[src/adc_dc_consts.vh]
// Function
// - shift output one bit per shift-clock fall
// - forward chain input after own result
// - no valid data until settling elapses
// - results in chain order, msb first
// - data ready low marks readable result
// - select high releases serial output
// - msb appears on select or ready fall
// - result is 24-bit twos complement
`ifndef ADC_DC_CONSTS_VH
`define ADC_DC_CONSTS_VH
`define ADC_DC_RES_W 24
`define ADC_DC_MSB 23
`define ADC_DC_CLK_NS 5
`define ADC_DC_MCLK_NS 1000
`define ADC_DC_DECIM 8
`define ADC_DC_SETTLE_MCLK 594
`define ADC_DC_UPDATE_MCLK 1
`define ADC_DC_CNT_W 20
`endif

[src/adc_dc_readout.v]
`timescale 1ns/10ps
`include "adc_dc_consts.vh"
module adc_dc_readout #(
    parameter MCLK_CYC = `ADC_DC_MCLK_NS / `ADC_DC_CLK_NS,
    parameter SETTLE_CYC = `ADC_DC_SETTLE_MCLK * MCLK_CYC,
    parameter ODR_CYC = `ADC_DC_DECIM * MCLK_CYC,
    parameter UPDATE_CYC = `ADC_DC_UPDATE_MCLK * MCLK_CYC
)
(
    // clock and reset
    input wire clock_i,
    input wire rst_i,
    // converter core result
    input wire [`ADC_DC_MSB:0] conv_result_i,
    // pins from the host and the chain
    input wire shift_clk_i,
    input wire chip_select_n_i,
    input wire sync_powerdown_n_i,
    input wire chain_serial_in_i,
    // pins to the host
    output reg data_ready_n_o,
    output reg serial_result_out_o,
    output reg serial_result_oe_o
);

localparam ST_DOWN = 2'b00;
localparam ST_SETTLE = 2'b01;
localparam ST_UPDATE = 2'b10;
localparam ST_READ = 2'b11;

// counter loads, cut to the counter width on purpose
localparam [`ADC_DC_CNT_W-1:0] CNT_ONE = {{(`ADC_DC_CNT_W-1){1'b0}}, 1'b1};
localparam [`ADC_DC_CNT_W-1:0] SETTLE_LEN = SETTLE_CYC[`ADC_DC_CNT_W-1:0];
localparam [`ADC_DC_CNT_W-1:0] UPDATE_LEN = UPDATE_CYC[`ADC_DC_CNT_W-1:0];
localparam [`ADC_DC_CNT_W-1:0] READ_LEN = ODR_CYC[`ADC_DC_CNT_W-1:0] -
                                          UPDATE_CYC[`ADC_DC_CNT_W-1:0];

// a count of one or zero ends now, so a zero load cannot wrap
function cnt_done;
    input [`ADC_DC_CNT_W-1:0] cnt;
    begin
        cnt_done = (cnt <= CNT_ONE);
    end
endfunction

function [`ADC_DC_CNT_W-1:0] cnt_dec;
    input [`ADC_DC_CNT_W-1:0] cnt;
    begin
        cnt_dec = cnt - CNT_ONE;
    end
endfunction

// chain input enters behind the own lsb
function [`ADC_DC_MSB:0] shift_in;
    input [`ADC_DC_MSB:0] word;
    input bit_in;
    begin
        shift_in = {word[`ADC_DC_MSB-1:0], bit_in};
    end
endfunction

// three-stage sampling of the four pins; bit order sclk,cs,sync,sdi
reg [3:0] s1_r;
reg [3:0] s2_r;
reg [3:0] s3_r;
reg [3:0] pin_r;
reg [3:0] pin_prev_r;
reg [1:0] state_r;
reg [`ADC_DC_CNT_W-1:0] cnt_r;
reg [`ADC_DC_MSB:0] shift_r;
reg [1:0] state_nxt;
reg [`ADC_DC_CNT_W-1:0] cnt_nxt;
reg rdy_n_nxt;
reg [`ADC_DC_MSB:0] shift_nxt;
wire shift_en;
wire sclk_fall;
wire cs_n;
wire sync_n;
wire chain_serial_in;
integer i;

assign sclk_fall = pin_prev_r[0] & ~pin_r[0];
assign cs_n = pin_r[1];
assign sync_n = pin_r[2];
assign chain_serial_in = pin_r[3];
// pin filter limits the shift clock: half period of two clocks or more
assign shift_en = sclk_fall & ~cs_n;

always @(posedge clock_i)
begin
    s1_r <= {chain_serial_in_i, sync_powerdown_n_i, chip_select_n_i,
             shift_clk_i};
    s2_r <= s1_r;
    s3_r <= s2_r;
    pin_prev_r <= pin_r;
    if (rst_i)
    begin
        pin_r <= 4'h7;
        pin_prev_r <= 4'h7;
    end
    else
    begin
        // a pin changes only once stages two and three agree
        for (i = 0; i < 4; i = i + 1)
        begin
            if (s2_r[i] == s3_r[i])
                pin_r[i] <= s3_r[i];
        end
    end
end

// conversion timing: power-down, settling, then periodic results
always @*
begin
    state_nxt = state_r;
    cnt_nxt = cnt_r;
    rdy_n_nxt = data_ready_n_o;
    shift_nxt = shift_r;
    if (!sync_n)
    begin
        // sync low powers down; an unread word is simply lost
        state_nxt = ST_DOWN;
        cnt_nxt = {`ADC_DC_CNT_W{1'b0}};
        rdy_n_nxt = 1'b1;
    end
    else
    begin
        case (state_r)
            ST_DOWN:
            begin
                state_nxt = ST_SETTLE;
                cnt_nxt = SETTLE_LEN;
            end
            ST_SETTLE:
            begin
                if (cnt_done(cnt_r))
                begin
                    // first valid result only after settling
                    state_nxt = ST_READ;
                    cnt_nxt = READ_LEN;
                    rdy_n_nxt = 1'b0;
                    shift_nxt = conv_result_i;
                end
                else
                    cnt_nxt = cnt_dec(cnt_r);
            end
            ST_READ:
            begin
                if (cnt_done(cnt_r))
                begin
                    // output register updating, no read allowed
                    state_nxt = ST_UPDATE;
                    cnt_nxt = UPDATE_LEN;
                    rdy_n_nxt = 1'b1;
                end
                else
                begin
                    cnt_nxt = cnt_dec(cnt_r);
                    // own bits leave first, then downstream data
                    if (shift_en)
                        shift_nxt = shift_in(shift_r, chain_serial_in);
                end
            end
            ST_UPDATE:
            begin
                if (cnt_done(cnt_r))
                begin
                    // a new word replaces whatever was left unshifted
                    state_nxt = ST_READ;
                    cnt_nxt = READ_LEN;
                    rdy_n_nxt = 1'b0;
                    shift_nxt = conv_result_i;
                end
                else
                    cnt_nxt = cnt_dec(cnt_r);
            end
            default:
                state_nxt = ST_DOWN;
        endcase
    end
end

always @(posedge clock_i)
begin
    if (rst_i)
    begin
        state_r <= ST_DOWN;
        cnt_r <= {`ADC_DC_CNT_W{1'b0}};
        data_ready_n_o <= 1'b1;
        shift_r <= {`ADC_DC_RES_W{1'b0}};
    end
    else
    begin
        state_r <= state_nxt;
        cnt_r <= cnt_nxt;
        data_ready_n_o <= rdy_n_nxt;
        shift_r <= shift_nxt;
    end
end

// msb shows as soon as select is low and the result is loaded
always @(posedge clock_i)
begin
    if (rst_i)
    begin
        serial_result_out_o <= 1'b0;
        serial_result_oe_o <= 1'b0;
    end
    else
    begin
        serial_result_out_o <= shift_r[`ADC_DC_MSB];
        serial_result_oe_o <= ~cs_n;
    end
end

endmodule // adc_dc_readout

[config.mk]
export PLATFORM = sky130hd
export DESIGN_NAME = adc_dc_readout
export DESIGN_NICKNAME = d
export VERILOG_FILES = /design/src/adc_dc_readout.v
export VERILOG_INCLUDE_DIRS = /design/src /design/src/src
export SDC_FILE = /design/constraint.sdc
export NUM_CORES = 1
export LEC_CHECK = 0
export BUFFER_PORTS_ARGS = -buffer_cell sky130_fd_sc_hd__buf_2
export CAP_MARGIN = 10
export CELL_PAD_IN_SITES_DETAIL_PLACEMENT = 1
export CELL_PAD_IN_SITES_GLOBAL_PLACEMENT = 2
export CORE_MARGIN = 3
export CORE_UTILIZATION = 37
export DETAILED_ROUTE_END_ITERATION = 10
export PLACE_DENSITY_LB_ADDON = 0.05
export RECOVER_POWER = 100
export SYNTH_ARGS = -nofsm -noshare
export SYNTH_HDL_FRONTEND = slang
export SYNTH_SLANG_ARGS = --single-unit
[constraint.sdc]
create_clock -name clock_i -period 2.95 [get_ports clock_i]
set_clock_uncertainty 0.15 [all_clocks]
set_input_delay 0.59 -clock clock_i [delete_from_list [all_inputs] [get_ports clock_i]]
set_output_delay 0.59 -clock clock_i [all_outputs]
set_load 0.01 [all_outputs]
==> flow_summary_export.csv <==
group,metric,value,unit
min_path,hp-class,"reg2reg",
timing,max_freq,0.4025,GHz
routing,dr.pass1.iters,3,
logic_synthesis,synth_nets,331,
logic_synthesis,synthTopCellsByCount,"dfxtp_1 (66), inv_1 (27), mux2i_1 (24), nor2_1 (24), a31o_2 (23)",
final_layout,syn2layout_area_growth,14.59,%
setup_path,start_kind,"flip-flop",
setup_path,cp.arrival,2.56,ns
setup_path,endpoint_kind,"flip-flop",
logic_synthesis,synth_top_area_share,0.4544,
routing,final_antenna_net_count,0,
clocking,clkSinkCount,66,
timing,worstMarginPinSlew,1.517,ns
clocking,cts_buffer_depth,2,
placed_design,port_buffers,32,
pwr,p_per_area,1294,nW/um^2
global_route,grt_max_degree,36,
logic_synthesis,syn-cell-area,2908,um^2
job,cap_viol_max_count,1,
status,violations,"capacitance limit, slew limit",
pwr,irDropWorstVdd,0.4579,mV
status,status,"finished, violations left",
timing,setup_viol,0,
logic_synthesis,ys_types,42,
global_route,antenna_found_initial,0,
timing,setup_tns,0,ns
clocking,cts_buffers,9,
routing,first_iter_violations,36,
logic_synthesis,yosysSeqAreaShare,0.4544,
routing,drt_wl_total,6311,um
global_route,grt.overflow.total,0,
final_layout,fillers,891,
setup_path,cp_max_fo,12,
clocking,htreeDepth,3,
pwr,p_leak,1.332,nW
floorplan,dieHeight,94.65,um
floorplan,io_pins,33,
clocking,hold_buffers,0,
routing,drc,0,
logic_synthesis,synth_edf_count,0,
logic_synthesis,yosysMostFrequentCell,"dfxtp_1",
clocking,clk_pin_slew,0.08,ns
final_layout,antenna_cells,0,
logic_synthesis,synth_top_area_cell,"dfxtp_1",
placed_design,dp_hpwl,4300,um
routing,wire_per_inst,14.54,um
logic_synthesis,synthTopCellsByArea,"dfxtp_1 (45%), mux2i_1 (8.3%), a31o_2 (6.9%), a21oi_2 (6.0%), xnor2_1 (4.8%)",
logic_synthesis,synthArstFlopShare,0,
timing,hold_viol_final,0,
final_layout,nets,365,
timing,slew_headroom,-0.01122,
timing,drv_slew,36,
clocking,clk_latency,0.33,ns
floorplan,die_x,94.65,um
floorplan,dieArea,8959,um^2
setup_path,crit_type,"reg2reg",
logic_synthesis,ys_seq_elements,66,
logic_synthesis,yosysWarningCount,0,
global_route,grt_first_pass_wirelength,10720,um
clocking,root_buffer,"clkbuf_8",
logic_synthesis,ys.flop_type,"dfxtp_1",
placed_design,gp_congestion,0.7028,
timing,rsz0062_at_grt,"false",
routing,avgViaCountPerCell,5.016,
final_layout,post-route-util,0.4474,
final_layout,drive_gt1_frac,0.2418,
timing,finalCriticalPeriod,2.484,ns
clocking,cts_resized,0,
floorplan,coreArea,7447,um^2
clocking,post_cts_buffers,0,
floorplan,initial_core_util,0.3905,
global_route,grt_usage,0.1542,
routing,vias,2177,
floorplan,row_count,31,
setup_path,cp.required,3.03,ns
global_route,grt_pass1_vias,2314,
timing,period_share,0.8422,
clocking,cts_tree,"built",
logic_synthesis,avgSynthCellArea,9.824,um^2
logic_synthesis,synth_cells,296,
==> critical path: stages, from the launching register on <==
cell and delay [ns]:
dfxtp_1 0.36, or4_1 0.64, nor4_1 0.38, nand2_1 0.31, a211o_1 0.41, o311a_1 0.12
==> path summary, 6_finish.rpt <==
kind | from | to | depth (start not counted) | slack, ns
min reg2reg | s1_r[1] | s2_r[1] | 0 | 0.18
max reg2reg | cnt_r[14] | cnt_r[4] | 5 | 0.47
max | cnt_r[14] | cnt_r[4] | 5 | 0.47
min | s1_r[1] | s2_r[1] | 0 | 0.18
==> cell families (layout without fill, tap and decap cells) <==
logic type               count (synthesis)  in the layout  share of synthesized area
AO/OA/AOI/OAI                           78             78                     0.2113
AND/OR/NAND/NOR                         64             64                     0.1136
adder cells (fa/ha/maj)                  5              5                    0.02151
buffers and inverters                   41             80                    0.06153
multiplexers                            25             25                    0.08649
XOR/XNOR                                17             17                    0.05120
flip-flops                              66             66                     0.4544
==> power by group <==
| part | leakage [nW] | internal (W) | total (W) | switching [W] |
|---|---|---|---|---|
| Combinational | 0.671 | 0.000952 | 0.00215 | 0.00119 |
| Clock | 0.117 | 0.000565 | 0.000920 | 0.000356 |
| Sequential | 0.544 | 0.00110 | 0.00124 | 0.000143 |
==> layer usage <==
layer	share of wire	GRT usage	routed length (um)
met1	0.46	0.1859	2929
met5	0	0	0
met2	0.48	0.2566	3030
met4	0.023	0.08053	148
met3	0.032	0.03267	203
==> placed cells by master (no fill, tap or decap), types with 2 or more instances in the layout <==
| cell | netlist | routed |
|---|---|---|
| o311a_1 | 3 | 3 |
| a31o_2 | 23 | 23 |
| clkbuf_8 | 0 | 9 |
| bufinv_16 | 0 | 3 |
| buf_2 | 2 | 28 |
| nor2_1 | 24 | 24 |
| inv_1 | 27 | 27 |
| clkbuf_1 | 7 | 5 |
| mux2i_1 | 24 | 24 |
| nand2_1 | 8 | 8 |
| a21oi_1 | 12 | 28 |
| a21oi_2 | 20 | 4 |
| or3_1 | 4 | 4 |
| nand3_1 | 3 | 3 |
| nor3_1 | 8 | 8 |
| nor2b_1 | 2 | 2 |
| clkinv_4 | 0 | 2 |
| o21bai_1 | 3 | 3 |
| nor4_1 | 5 | 5 |
| ha_1 | 5 | 5 |
| o21ai_0 | 10 | 10 |
| buf_4 | 2 | 4 |
| xnor2_1 | 16 | 16 |
| dfxtp_1 | 66 | 66 |
==> stage by stage <==
step           total power (W)  hold WS, ns  area [um^2]  std cells  setup WS, ns
4_1_cts               0.004509       0.1831         3407        434        0.4712
3_3_place_gp          0.003528       0.1605         3164        418        0.5464
6_report              0.004311       0.1798         3332        434        0.4655
3_5_place_dp          0.003559       0.1653         3164        418        0.5095
5_1_grt               0.004669       0.1845         3332        434        0.2143
2_1_floorplan         0.003102       0.1596         2908        296        0.7056
==> cell type report <==
type                            instances  area [um^2]  area share
Multi-Input combinational cell        189         1338      0.4014
Sequential cell                        66         1321      0.3965
Timing Repair Buffer                   37        205.2     0.06158
Clock buffer                           10        127.6     0.03830
Tap cell                               99        123.9     0.03718
Clock inverter                          6        115.1     0.03455
Inverter                               27        101.3     0.03042
==> registers in the layout (all words and copies together) (netlist names) <==
| register | flops |
|---|---|
| cnt_r | 20 |
| s3_r | 4 |
| shift_r | 24 |
| serial_result_oe_o | 1 |
| data_ready_n_o | 1 |
| s1_r | 4 |
| pin_r | 4 |
| serial_result_out_o | 1 |
| s2_r | 4 |
| pin_prev_r | 1 |
| state_r | 2 |
(Power assumes the default switching activity.)
